File: config.mk
export PLATFORM = sky130hd
export DESIGN_NAME = rxsc_ctrl_word
export DESIGN_NICKNAME = d
export VERILOG_FILES = /design/src/rxsc_pkg.sv /design/src/rxsc_ctrl_word.sv
export VERILOG_INCLUDE_DIRS = /design/src
export SDC_FILE = /design/constraint.sdc
export NUM_CORES = 1
export LEC_CHECK = 0
export BUFFER_PORTS_ARGS = -buffer_cell sky130_fd_sc_hd__buf_2
export CORE_MARGIN = 10
export CORE_UTILIZATION = 55
export DETAILED_ROUTE_END_ITERATION = 8
export PLACE_DENSITY = 0.75
export SYNTH_ARGS = -nofsm -noshare
export SYNTH_HDL_FRONTEND = slang
export SYNTH_SLANG_ARGS = --single-unit
File: constraint.sdc
create_clock -name pclk -period 3.65 [get_ports pclk]
set_clock_uncertainty 0.15 [all_clocks]
set_input_delay 0.1825 -clock pclk [delete_from_list [all_inputs] [get_ports pclk]]
set_output_delay 0.1825 -clock pclk [all_outputs]
set_load 0.02 [all_outputs]
File: src/rxsc_cfg.svh
`ifndef RXSC_CFG_SVH
`define RXSC_CFG_SVH
`define RXSC_NUM_SA        32
`define RXSC_SA_MIN        5'h01
`define RXSC_SA_MAX        5'h1E
`define RXSC_BROADCAST_SEEN_FLAG_ADDR    5'h1F
`define RXSC_OFF_CTRL      12'h000
`define RXSC_AREA_LSB      7
`define RXSC_OFF_CFG       12'h080
`define RXSC_OFF_GIE       12'h084
`define RXSC_OFF_STAT      12'h088
`define RXSC_OFF_MASK      12'h08C
`define RXSC_OFF_LOG       12'h090
`define RXSC_WORD_RESET    16'h0000
`define RXSC_HOST_IDLE_MASK 16'h00F7
`define RXSC_HOST_ANY_MASK  16'hF008
`define RXSC_SR_CLR_MASK   16'h0E00
`define RXSC_BIT_INDEX_ZERO_IRQ_EN     15
`define RXSC_BIT_IWA       14
`define RXSC_BIT_IBR       13
`define RXSC_BIT_BUSY      12
`define RXSC_BIT_ACC       11
`define RXSC_BIT_PP        10
`define RXSC_BIT_BC        9
`define RXSC_CFG_TERMINAL_EXECUTE_EN      0
`define RXSC_CFG_BCINV     1
`define RXSC_CFG_PPMODE    2
`define RXSC_IRQ_IXZ       0
`define RXSC_IRQ_IWA       1
`define RXSC_IRQ_IBR       2
`endif

File: src/rxsc_pkg.sv
package rxsc_pkg;
    typedef enum logic [1:0]
    {
        RXSC_BUF_INDEXED = 2'h0,
        RXSC_BUF_PINGPONG = 2'h1,
        RXSC_BUF_CIRC1 = 2'h2,
        RXSC_BUF_CIRC2 = 2'h3
    } rxsc_buf_mode_e;
    typedef enum logic [0:0]
    {
        RXSC_ST_IDLE = 1'h0,
        RXSC_ST_DONE = 1'h1
    } rxsc_state_e;
endpackage : rxsc_pkg

File: src/rxsc_ctrl_word.sv
`timescale 1ns/1ps
`include "rxsc_cfg.svh"
module rxsc_ctrl_word
(
    input  wire logic        pclk,
    input  wire logic        presetn,
    input  wire logic        clk_en,
    input  wire logic        psel,
    input  wire logic        penable,
    input  wire logic        pwrite,
    input  wire logic [11:0] paddr,
    input  wire logic [31:0] pwdata,
    output logic      [31:0] prdata,
    output logic             pready,
    output logic             pslverr,
    input  wire logic        soft_reset,
    input  wire logic        cmd_valid,
    input  wire logic        cmd_tr,
    input  wire logic [4:0]  cmd_rt_addr,
    input  wire logic [4:0]  cmd_subaddr,
    input  wire logic        msg_done,
    input  wire logic        msg_error,
    input  wire logic        index_zero_evt,
    input  wire logic        circ_count_evt,
    output logic             sel_valid,
    output logic             subaddr_busy_force,
    output logic             store_enable,
    output logic             pingpong_select_flag,
    output logic             message_irq_out
);
    logic [15:0] word_reg [0:`RXSC_NUM_SA-1];
    logic [2:0]  cfg_reg;
    logic [2:0]  gie_reg;
    logic [2:0]  stat_reg;
    logic [2:0]  stat_next;
    logic [2:0]  mask_reg;
    logic [15:0] log_reg;
    logic [4:0]  cur_sa_reg;
    logic        cur_bc_reg;
    logic        act_reg;
    rxsc_pkg::rxsc_state_e state_reg;
    logic        acc_w;
    logic        acc_r;
    logic        is_word;
    logic [4:0]  word_idx;
    logic        bc_cmd;
    logic        sel_now;
    logic        fin;
    logic [2:0]  irq_evt;
    logic [15:0] cur_word;
    logic        terminal_execute_en;
    logic        broadcast_invalid_cfg;

    assign terminal_execute_en   = cfg_reg[`RXSC_CFG_TERMINAL_EXECUTE_EN];
    assign broadcast_invalid_cfg = cfg_reg[`RXSC_CFG_BCINV];
    assign acc_w    = psel & penable & pwrite & clk_en;
    assign acc_r    = psel & penable & ~pwrite & clk_en;
    assign is_word  = (paddr[11:`RXSC_AREA_LSB] == 5'(`RXSC_OFF_CTRL >> `RXSC_AREA_LSB))
                    && (paddr[1:0] == 2'h0);
    assign word_idx = paddr[6:2];
    assign pready   = 1'b1;
    assign pslverr  = 1'b0;

    // broadcast invalid makes address 31 commands not valid at all
    assign bc_cmd  = (cmd_rt_addr == `RXSC_BROADCAST_SEEN_FLAG_ADDR);
    assign sel_now = cmd_valid & ~cmd_tr
                   & (cmd_subaddr >= `RXSC_SA_MIN) & (cmd_subaddr <= `RXSC_SA_MAX)
                   & ~(bc_cmd & broadcast_invalid_cfg);
    assign sel_valid = sel_now;
    assign cur_word  = word_reg[cur_sa_reg];
    assign subaddr_busy_force   = act_reg & cur_word[`RXSC_BIT_BUSY];
    assign store_enable         = act_reg & ~cur_word[`RXSC_BIT_BUSY];
    assign pingpong_select_flag = cur_word[`RXSC_BIT_PP];
    assign fin = act_reg & msg_done & terminal_execute_en;

    always_ff @(posedge pclk or negedge presetn)
    begin
        if (!presetn)
        begin
            state_reg  <= rxsc_pkg::RXSC_ST_IDLE;
            act_reg    <= 1'b0;
            cur_sa_reg <= 5'h00;
            cur_bc_reg <= 1'b0;
        end
        else if (clk_en)
        begin
            if (sel_now && terminal_execute_en)
            begin
                act_reg    <= 1'b1;
                cur_sa_reg <= cmd_subaddr;
                cur_bc_reg <= bc_cmd;
                state_reg  <= rxsc_pkg::RXSC_ST_IDLE;
            end
            else if (fin)
            begin
                act_reg   <= 1'b0;
                state_reg <= rxsc_pkg::RXSC_ST_DONE;
            end
            else
            begin
                case (state_reg)
                    rxsc_pkg::RXSC_ST_DONE: state_reg <= rxsc_pkg::RXSC_ST_IDLE;
                    default:                state_reg <= rxsc_pkg::RXSC_ST_IDLE;
                endcase
            end
        end
    end

    // interrupt needs both the word bit and the global enable
    always_comb
    begin
        irq_evt = 3'h0;
        if (fin)
        begin
            irq_evt[`RXSC_IRQ_IXZ] = cur_word[`RXSC_BIT_INDEX_ZERO_IRQ_EN] & gie_reg[`RXSC_IRQ_IXZ]
                                   & (index_zero_evt | circ_count_evt);
            irq_evt[`RXSC_IRQ_IWA] = cur_word[`RXSC_BIT_IWA] & gie_reg[`RXSC_IRQ_IWA];
            irq_evt[`RXSC_IRQ_IBR] = cur_word[`RXSC_BIT_IBR] & gie_reg[`RXSC_IRQ_IBR]
                                   & cur_bc_reg;
        end
    end

    genvar gi;
    generate
        for (gi = 0; gi < `RXSC_NUM_SA; gi = gi + 1)
        begin : g_word
            logic hit_w;
            logic hit_r;
            logic own;
            logic [15:0] wmask;
            assign hit_w = acc_w & is_word & (word_idx == 5'(gi));
            assign hit_r = acc_r & is_word & (word_idx == 5'(gi));
            assign own   = fin & (cur_sa_reg == 5'(gi));
            // 8-11 never host writable; 0-2,4-7 only while halted
            assign wmask = terminal_execute_en ? `RXSC_HOST_ANY_MASK
                         : (`RXSC_HOST_ANY_MASK | `RXSC_HOST_IDLE_MASK);
            always_ff @(posedge pclk or negedge presetn)
            begin
                if (!presetn)
                    word_reg[gi] <= `RXSC_WORD_RESET;
                else if (clk_en)
                begin
                    if (soft_reset)
                    begin
                        word_reg[gi] <= word_reg[gi] & ~`RXSC_SR_CLR_MASK;
                        // same-cycle completion still marks the word; set wins
                        if (own)
                        begin
                            word_reg[gi][`RXSC_BIT_ACC] <= 1'b1;
                            if (cur_bc_reg)
                                word_reg[gi][`RXSC_BIT_BC] <= 1'b1;
                        end
                    end
                    else
                    begin
                        if (hit_w)
                            word_reg[gi] <= (word_reg[gi] & ~wmask)
                                          | (pwdata[15:0] & wmask);
                        // read clears accessed; a same-cycle completion wins
                        if (hit_r)
                            word_reg[gi][`RXSC_BIT_ACC] <= 1'b0;
                        if (own)
                        begin
                            word_reg[gi][`RXSC_BIT_ACC] <= 1'b1;
                            if (cur_bc_reg)
                                word_reg[gi][`RXSC_BIT_BC] <= 1'b1;
                            if (cfg_reg[`RXSC_CFG_PPMODE] && !msg_error
                                && !word_reg[gi][`RXSC_BIT_BUSY])
                                word_reg[gi][`RXSC_BIT_PP] <= ~word_reg[gi][`RXSC_BIT_PP];
                        end
                    end
                end
            end
        end
    endgenerate

    always_ff @(posedge pclk or negedge presetn)
    begin
        if (!presetn)
        begin
            cfg_reg  <= 3'h0;
            gie_reg  <= 3'h0;
            mask_reg <= 3'h0;
        end
        else if (clk_en && acc_w)
        begin
            if (paddr == `RXSC_OFF_CFG)
                cfg_reg <= pwdata[2:0];
            if (paddr == `RXSC_OFF_GIE)
                gie_reg <= pwdata[2:0];
            if (paddr == `RXSC_OFF_MASK)
                mask_reg <= pwdata[2:0];
        end
    end

    // read clears status; new events in the same cycle still land
    always_comb
    begin
        stat_next = stat_reg;
        if (acc_r && paddr == `RXSC_OFF_STAT)
            stat_next = 3'h0;
        stat_next = stat_next | irq_evt;
    end

    always_ff @(posedge pclk or negedge presetn)
    begin
        if (!presetn)
            stat_reg <= 3'h0;
        else if (clk_en)
            stat_reg <= stat_next;
    end

    // log keeps only the latest entry: word index and cause bits
    always_ff @(posedge pclk or negedge presetn)
    begin
        if (!presetn)
            log_reg <= 16'h0000;
        else if (clk_en && irq_evt != 3'h0)
            log_reg <= {5'h00, cur_sa_reg, 3'h0, irq_evt};
    end

    always_ff @(posedge pclk or negedge presetn)
    begin
        if (!presetn)
            message_irq_out <= 1'b0;
        else if (clk_en)
            message_irq_out <= |(stat_next & mask_reg);
    end

    always_comb
    begin
        prdata = 32'h0000_0000;
        if (is_word)
            prdata = {16'h0000, word_reg[word_idx]};
        else if (paddr == `RXSC_OFF_CFG)
            prdata = {29'h0, cfg_reg};
        else if (paddr == `RXSC_OFF_GIE)
            prdata = {29'h0, gie_reg};
        else if (paddr == `RXSC_OFF_STAT)
            prdata = {29'h0, stat_reg};
        else if (paddr == `RXSC_OFF_MASK)
            prdata = {29'h0, mask_reg};
        else if (paddr == `RXSC_OFF_LOG)
            prdata = {16'h0000, log_reg};
    end

    AST_BLOCKED_BITS: assert property (@(posedge pclk) disable iff (!presetn)
        (clk_en && acc_w && is_word && !act_reg && !soft_reset && !fin)
        |=> word_reg[$past(word_idx)][11:8] == $past(word_reg[word_idx][11:8]))
        else $error("host write changed device bits");

    AST_READ_CLR: assert property (@(posedge pclk) disable iff (!presetn)
        (clk_en && acc_r && is_word && !fin)
        |=> !word_reg[$past(word_idx)][`RXSC_BIT_ACC])
        else $error("accessed flag not cleared by read");

    AST_ACC_SET: assert property (@(posedge pclk) disable iff (!presetn)
        (clk_en && fin)
        |=> word_reg[$past(cur_sa_reg)][`RXSC_BIT_ACC])
        else $error("accessed flag not set");

    AST_IRQ_OUT: assert property (@(posedge pclk) disable iff (!presetn)
        (clk_en && (irq_evt & mask_reg) != 3'h0)
        |=> message_irq_out)
        else $error("interrupt output missing");

    AST_NO_SEL: assert property (@(posedge pclk) disable iff (!presetn)
        (cmd_tr || cmd_subaddr == 5'h00 || cmd_subaddr == 5'h1F)
        |-> !sel_valid)
        else $error("bad command selected");

    AST_BC_INV: assert property (@(posedge pclk) disable iff (!presetn)
        (broadcast_invalid_cfg && cmd_rt_addr == 5'h1F)
        |-> !sel_valid)
        else $error("broadcast accepted while invalid");

    AST_SR_CLR: assert property (@(posedge pclk) disable iff (!presetn)
        (clk_en && soft_reset && !fin) |=> (word_reg[$past(cur_sa_reg)][11:9] == 3'h0)
        && (word_reg[$past(cur_sa_reg)][15:12] == $past(word_reg[cur_sa_reg][15:12])))
        else $error("soft reset handled wrong");

    AST_GATED: assert property (@(posedge pclk) disable iff (!presetn)
        (gie_reg == 3'h0)
        |-> (irq_evt == 3'h0))
        else $error("interrupt without global enable");

    AST_IDLE_WRITE: assert property (@(posedge pclk) disable iff (!presetn)
        (acc_w && is_word && !terminal_execute_en && !soft_reset)
        |=> (word_reg[$past(word_idx)] & `RXSC_HOST_IDLE_MASK)
            == ($past(pwdata[15:0]) & `RXSC_HOST_IDLE_MASK))
        else $error("idle write not taken");

    AST_RUN_WRITE: assert property (@(posedge pclk) disable iff (!presetn)
        (acc_w && is_word && terminal_execute_en && !soft_reset)
        |=> (word_reg[$past(word_idx)] & `RXSC_HOST_IDLE_MASK)
            == $past(word_reg[word_idx] & `RXSC_HOST_IDLE_MASK))
        else $error("protected bits written while running");

    AST_ANY_WRITE: assert property (@(posedge pclk) disable iff (!presetn)
        (acc_w && is_word && !soft_reset)
        |=> (word_reg[$past(word_idx)] & `RXSC_HOST_ANY_MASK)
            == ($past(pwdata[15:0]) & `RXSC_HOST_ANY_MASK))
        else $error("always writable bits not taken");

    AST_NO_RUN_UPDATE: assert property (@(posedge pclk) disable iff (!presetn)
        (clk_en && !terminal_execute_en && !acc_w && !acc_r && !soft_reset)
        |=> word_reg[$past(cur_sa_reg)][11:8] == $past(word_reg[cur_sa_reg][11:8]))
        else $error("device bits changed while halted");

    AST_SEL_OK: assert property (@(posedge pclk) disable iff (!presetn)
        (cmd_valid && !cmd_tr && cmd_subaddr >= `RXSC_SA_MIN
         && cmd_subaddr <= `RXSC_SA_MAX && cmd_rt_addr != `RXSC_BROADCAST_SEEN_FLAG_ADDR)
        |-> sel_valid)
        else $error("good command not selected");

    AST_IRQ_HIGH: assert property (@(posedge pclk) disable iff (!presetn)
        (clk_en && (stat_reg & mask_reg) != 3'h0 && !(acc_r && paddr == `RXSC_OFF_STAT))
        |=> message_irq_out)
        else $error("interrupt output dropped");

    AST_STAT_STICKY: assert property (@(posedge pclk) disable iff (!presetn)
        (clk_en && !(acc_r && paddr == `RXSC_OFF_STAT))
        |=> (stat_reg & $past(stat_reg)) == $past(stat_reg))
        else $error("status bit lost");

    AST_STAT_RDCLR: assert property (@(posedge pclk) disable iff (!presetn)
        (acc_r && paddr == `RXSC_OFF_STAT && irq_evt == 3'h0)
        |=> stat_reg == 3'h0)
        else $error("status not cleared by read");

    AST_LOG: assert property (@(posedge pclk) disable iff (!presetn)
        (clk_en && irq_evt != 3'h0)
        |=> (log_reg[2:0] == $past(irq_evt)) && (log_reg[10:6] == $past(cur_sa_reg)))
        else $error("interrupt not logged");

    AST_PP_HOLD: assert property (@(posedge pclk) disable iff (!presetn)
        (clk_en && fin && !soft_reset
         && (msg_error || !cfg_reg[`RXSC_CFG_PPMODE] || cur_word[`RXSC_BIT_BUSY]))
        |=> word_reg[$past(cur_sa_reg)][`RXSC_BIT_PP] == $past(cur_word[`RXSC_BIT_PP]))
        else $error("select flag toggled wrongly");

    AST_PP_FLIP: assert property (@(posedge pclk) disable iff (!presetn)
        (clk_en && fin && !soft_reset
         && !msg_error && cfg_reg[`RXSC_CFG_PPMODE] && !cur_word[`RXSC_BIT_BUSY])
        |=> word_reg[$past(cur_sa_reg)][`RXSC_BIT_PP] != $past(cur_word[`RXSC_BIT_PP]))
        else $error("select flag not toggled");

    AST_BC_SET: assert property (@(posedge pclk) disable iff (!presetn)
        (clk_en && fin && cur_bc_reg)
        |=> word_reg[$past(cur_sa_reg)][`RXSC_BIT_BC])
        else $error("broadcast flag not set");

    AST_FREEZE: assert property (@(posedge pclk) disable iff (!presetn)
        (!clk_en)
        |=> $stable(stat_reg) && $stable(cfg_reg) && $stable(act_reg) && $stable(message_irq_out))
        else $error("state moved while clock enable low");
endmodule : rxsc_ctrl_word

Word-level counts from Yosys, hierarchy flattened
Index checks and enable logic that the tools add are counted. W data, S select, Z words.

Bitwise gates (word level): 225. Order comparisons: 4. Equal/unequal tests: 68. Multiplexer cells: 274. Reduce and logical (&&, ||, !) cells: 179.

Operator list (number): $mux W12 (64); $and A16 B16 Y16 (33); $or A16 B16 Y16 (32); $eq A5 B5 Y1 const B (33); $mux W1 (163); $bmux W16 S5 (2); $reduce_bool A4 Y1 (32); $and A1 B1 Y1 (117); $mux W3 (34); $reduce_and A3 Y1 (32); $eq A5 B4 Y1 const B (16); $mux W16 (5); $reduce_and A2 Y1 (37); $eq A12 B8 Y1 const B (5); $mux W11 (5); $eq A5 B3 Y1 const B (8); $logic_and A1 B1 Y1 (38); $not A1 Y1 (37); $logic_not A1 Y1 (33); $eq A5 B2 Y1 const B (4); $not A16 Y16 (1); $logic_not A5 Y1 (3); $ge A6 B6 Y1 const B (2); $not A5 Y6 (2); other kinds (11) (12).

Input port bits: 67. Logic and storage cells: 855. Output and inout port bits: 39. Bits in registers: 540.

Logic depth before layout (Yosys ltp)
Depth in word-level cells: 10. Mapped depth: 11.

Worst setup path before layout
Ideal clock, no wire load.

Path type: input -> register. From: input cmd_subaddr[3]. To: register cur_bc_reg. Arrival time: 2.531 ns. Library setup time: 0.125 ns. Path buffers: 0. Path slack: 0.845 ns. Stages on the path: 6. Data required time: 3.375 ns. Path through: and3_1 -> nand3_1 -> o21ai_0 -> a2111oi_0 -> nand3_1 -> mux2_2.

Cells in the longest elaborated chain, start to end: 6. Elaborated cells on any way between the ends: 7.

Ends and longest elaborated chain: start: declaration (line rxsc_ctrl_word.sv:20) `input wire logic [4:0] cmd_subaddr,`; $ge A5 B1 Y1 (no source line); $and A1 B1 Y1 (line rxsc_ctrl_word.sv:66) `assign sel_now = cmd_valid & ~cmd_tr`; $and A1 B1 Y1 (*) (2 in a row) (line rxsc_ctrl_word.sv:66); named net sel_valid (line rxsc_ctrl_word.sv:25) `output logic sel_valid,`; $logic_and A1 B1 Y1 (*) (line rxsc_ctrl_word.sv:87) `if (sel_now && terminal_execute_en)`; $reduce_and A2 Y1 (no source line) (*); end signal: assignment (line rxsc_ctrl_word.sv:91) `cur_bc_reg <= bc_cmd;`; end: declaration (line rxsc_ctrl_word.sv:39) `logic cur_bc_reg;`.

The timed path passes the listed nets; every way through them passes the cells marked *. A chain may end at the register's enable or synchronous reset.

Final worst setup path
From: register cur_sa_reg[1]. To: output pingpong_select_flag.

Cells in the longest elaborated chain, start to end: 4.

Ends and longest elaborated chain: start: declaration (line rxsc_ctrl_word.sv:38) `logic [4:0] cur_sa_reg;`; start signal: assignment (line rxsc_ctrl_word.sv:90) `cur_sa_reg <= cmd_subaddr;`; $not A5 Y6 (implied by the code) (line rxsc_ctrl_word.sv:70) `assign cur_word = word_reg[cur_sa_reg];`; $bmux W16 S5 (line rxsc_ctrl_word.sv:70); $mux W16 (implied by the code) (2 in a row) (line rxsc_ctrl_word.sv:70); end: declaration (line rxsc_ctrl_word.sv:28) `output logic pingpong_select_flag,`.

No other way between the ends. The select of a mux whose other input is x is not followed.

==> flow_summary.yaml <==
critical_path:
  r2r-end: "log_reg[10]$_DFFE_PN0P_"
  max_stage_delay_ps: 630
  path_cells: "buf_4 > mux4_2 > mux4_2 > mux2_2 > buf_2"
  r2r_slack_ps: 340
  cpLargestDelayFamily: "multiplexers"
  critical_path_class: "reg -> out"
  path_common_cell: "mux4_2"
  worstPathArrival_ps: 3190
  path_buf_inv: 2
  required_ps: 3320
  r2r_start: "cur_sa_reg[1]$_DFFE_PN0P_"
  endpoint_kind: "output port"
  crit_path_start_kind: "flip-flop"
  crit_slowest_cell: "dfrtp_2"
  crit_path_max_fanout: 26
  rr_worst_depth: 7
yosys:
  synth_compound_area_share_pct: 4.726
  syn_area_sq_mm: 0.02589
  synthAdderAreaFrac_pct: 0
  ys_warn_count: 0
  ys_types: 58
  synthCells: 1850
  synth_edf_count: 0
  synthArstFlopShare_pct: 100.0
  synth-seq-cells: 508
  syn_avg_cell_area_sq_um: 14.00
  synth_mux_area_share_pct: 35.90
  synth_flop_cell: "dfrtp_1"
  synth_top_family_by_area: "multiplexers"
  synth_xor_area_share_pct: 0
  synthSimpleGateAreaFrac_pct: 7.330
  synth-seq-area-share_pct: 49.09
place:
  gp_congestion: 0.9039
  portBuffers: 67
  dp_slack_ps: 331.6
  hpwl_um: 46520
die:
  rows: 79
  io_pins: 106
  die_height_um: 237.0
  die_x_um: 237.0
  dieArea_sq_mm: 0.05616
  core_region_area_sq_mm: 0.04656
  start_util_pct: 55.62
final_layout:
  drive_gt1_share_pct: 44.53
  syn2layout_area_growth_pct: 11.61
  layout_common_cells: "dfrtp_1, mux2_2, mux4_2"
  mostFrequentLayoutCell: "dfrtp_1"
  fin_nets: 1981
  antenna_cells: 0
worst_hold_path:
  hold_path_end: "word_reg[26]$_DFFE_PN0P_"
  hp-start: "soft_reset"
  holdCritPathClass: "in -> reg"
  hold_depth: 5
detailed_routing:
  viasPerCell: 6.587
  vias: 16880
  drt_first_pass_iters: 8
  ant_nets: 0
  wl_per_cell_um: 26.84
  route.detailed.drc: 0
  drtIter0Drc: 1807
  wl_um: 68790
power_and_ir_drop:
  switching_power_mw: 2.681
  switching_share_pct: 22.75
  clkPwrFrac_pct: 47.4
  peakVddDrop_v: 0.0004616
  comb_power_share_pct: 4.8
  p_leak_nw: 13.24
  power_density_mw_per_mm2: 407.9
  internal-power_mw: 9.105
  p_seq_share_pct: 47.8
timing:
  max_freq_ghz: 0.2836
  setup_violations: 0
  period_share_pct: 96.62
  rsz0062_at_grt: "false"
  tightest_slew_ps: 964.0
  setup_tns_ps: 0
  fin_crit_ps: 3527
  slew_viol_final: 0
  worst_slack_ps: 123.3
  hold_viol: 0
  slew_headroom_pct: 34.07
cts:
  clk_pin_slew_ps: 60
  cts.sinks: 508
  ctsHtreeMaxLevel: 2
  clock_latency_ps: 610
  cts_tree: "done"
  cts-buffers-inserted: 53
  root_buffer: "clkbuf_16"
  cts_buffer_depth: 3
status:
  status: "finished clean"
global_route:
  grt_pass1_vias: 17330
  overflow: 0
  grt_busiest_layer: "met2"
  grtUsageMet1_pct: 32.59
  grt_usage_pct: 24.43
  use_met3_pct: 6.241
  antenna_found_initial: 1
  grt_first_pass_wirelength_um: 106700
  grt_max_degree: 109
  met2_usage_pct: 38.31
job:
  maxCapViolCount: 0
-- synth_stat cells (3+ instances only) --
master     instances  share of area, %
mux2_4             3              0.17
or3_1              9              0.22
nor2_1            89               1.3
and4_1             3              0.10
buf_2             19              0.37
clkbuf_1          82               1.2
mux2i_1           50               1.9
inv_1              4             0.058
a31oi_1            4             0.097
or2_2              5              0.12
a32o_1            11              0.43
buf_1             30              0.43
nand2_4           10              0.43
o221ai_1           3              0.10
o211ai_1          14              0.41
nand3_1           35              0.68
a22o_1            30               1.0
o2bb2ai_1         18              0.61
and2_1            11              0.27
buf_4             22              0.64
o31ai_1           13              0.38
nor3_2             4              0.15
a211oi_1           3             0.087
nor2_2            20              0.48
o21ai_0           41              0.79
mux4_2           186                16
a22oi_1            5              0.14
mux2_2           405                18
or4_1              8              0.23
nand2_1          107               1.6
nor2b_1           15              0.36
a21oi_1            8              0.15
nand2b_1          12              0.29
o22ai_1            7              0.17
nor4_1            12              0.29
buf_6              3              0.13
dfrtp_1          508                49
nor3_1            14              0.27
-- per-layer routing --
| metal | vias up | wire (um) |
|---|---|---|
| li1 | 7078 | - |
| met1 | 8869 | 27740 |
| met2 | 754 | 32970 |
| met3 | 179 | 5628 |
| met4 | 2 | 2437 |
| met5 | - | 10 |
-- power groups by stage --
| stage | Sequential (mW) | Combinational [mW] | Clock (mW) |
|---|---|---|---|
| finish | 5.64 | 0.564 | 5.59 |
| global placement | 5.74 | 0.543 | 0 |
| CTS | 5.64 | 0.565 | 5.67 |
| detailed placement | 5.74 | 0.555 | 0 |
| floorplan | 5.74 | 0.286 | 0 |
| global route | 5.63 | 0.610 | 5.89 |
-- cell families (layout without fill, tap and decap cells) --
group / Yosys count / after routing
buffers and inverters: 163 / 253
multiplexers: 644 / 644
AND/OR/NAND/NOR: 368 / 368
AO/OA/AOI/OAI: 165 / 165
other: 2 / 18
flip-flops: 508 / 508
-- metrics by stage --
step | area (sq um) | instances | power, mW | hold slack (ps) | utilization [%]
2_1_floorplan | 25950 | 1866 | 6.025 | -263.1 | -
3_3_place_gp | 27000 | 2455 | 6.281 | 167.8 | 57.99
3_5_place_dp | 27000 | 2455 | 6.294 | 187.4 | 57.99
4_1_cts | 28900 | 2563 | 11.87 | 10.13 | 62.07
5_1_grt | 28900 | 2563 | 12.13 | 68.20 | 62.07
6_report | 28900 | 2563 | 11.79 | 55.90 | 62.07
-- cell type report --
| cell class | count | area (sq um) |
|---|---|---|
| clock buffer | 76 | 1525 |
| inverter | 6 | 22.52 |
| multi-input combinational | 1195 | 12490 |
| fill | 3421 | 17660 |
| sequential | 508 | 12720 |
| timing repair buffer | 150 | 1127 |
| tap | 607 | 759.5 |
| clock inverter | 21 | 261.5 |
-- repair_timing --
item / 4_1_cts / 5_1_grt
hold endpoints to repair: 118 / 0
hold buffers: 11 / 0
setup endpoints to repair: 0 / 1
buffers inserted: 0 / 0
gates resized for setup: 0 / 1
-- worst max-delay path by stage --
stage / start / end / slack [ps] / cells after the start
2_1_floorplan: cmd_subaddr[3] / cur_bc_reg$_DFFE_PN0P_ / 840 / 6
3_3_place_gp: cur_sa_reg[1]$_DFFE_PN0P_ / log_reg[7]$_DFFE_PN0P_ / 370 / 7
3_5_place_dp: cur_sa_reg[1]$_DFFE_PN0P_ / log_reg[6]$_DFFE_PN0P_ / 330 / 7
4_1_cts: cur_sa_reg[1]$_DFFE_PN0P_ / pingpong_select_flag / 110 / 5
5_1_grt: cur_sa_reg[1]$_DFFE_PN0P_ / pingpong_select_flag / 50 / 5
6_report: cur_sa_reg[1]$_DFFE_PN0P_ / pingpong_select_flag / 120 / 5
-- worst reg2reg max path: stages (launching register included) --
cell	delay [ps]
dfrtp_2	630
buf_4	260
mux4_2	510
a22o_1	190
nor4b_1	440
nor4_2	190
o31ai_4	450
mux2_2	390
No activity file was read; power rests on OpenSTA's default activity.
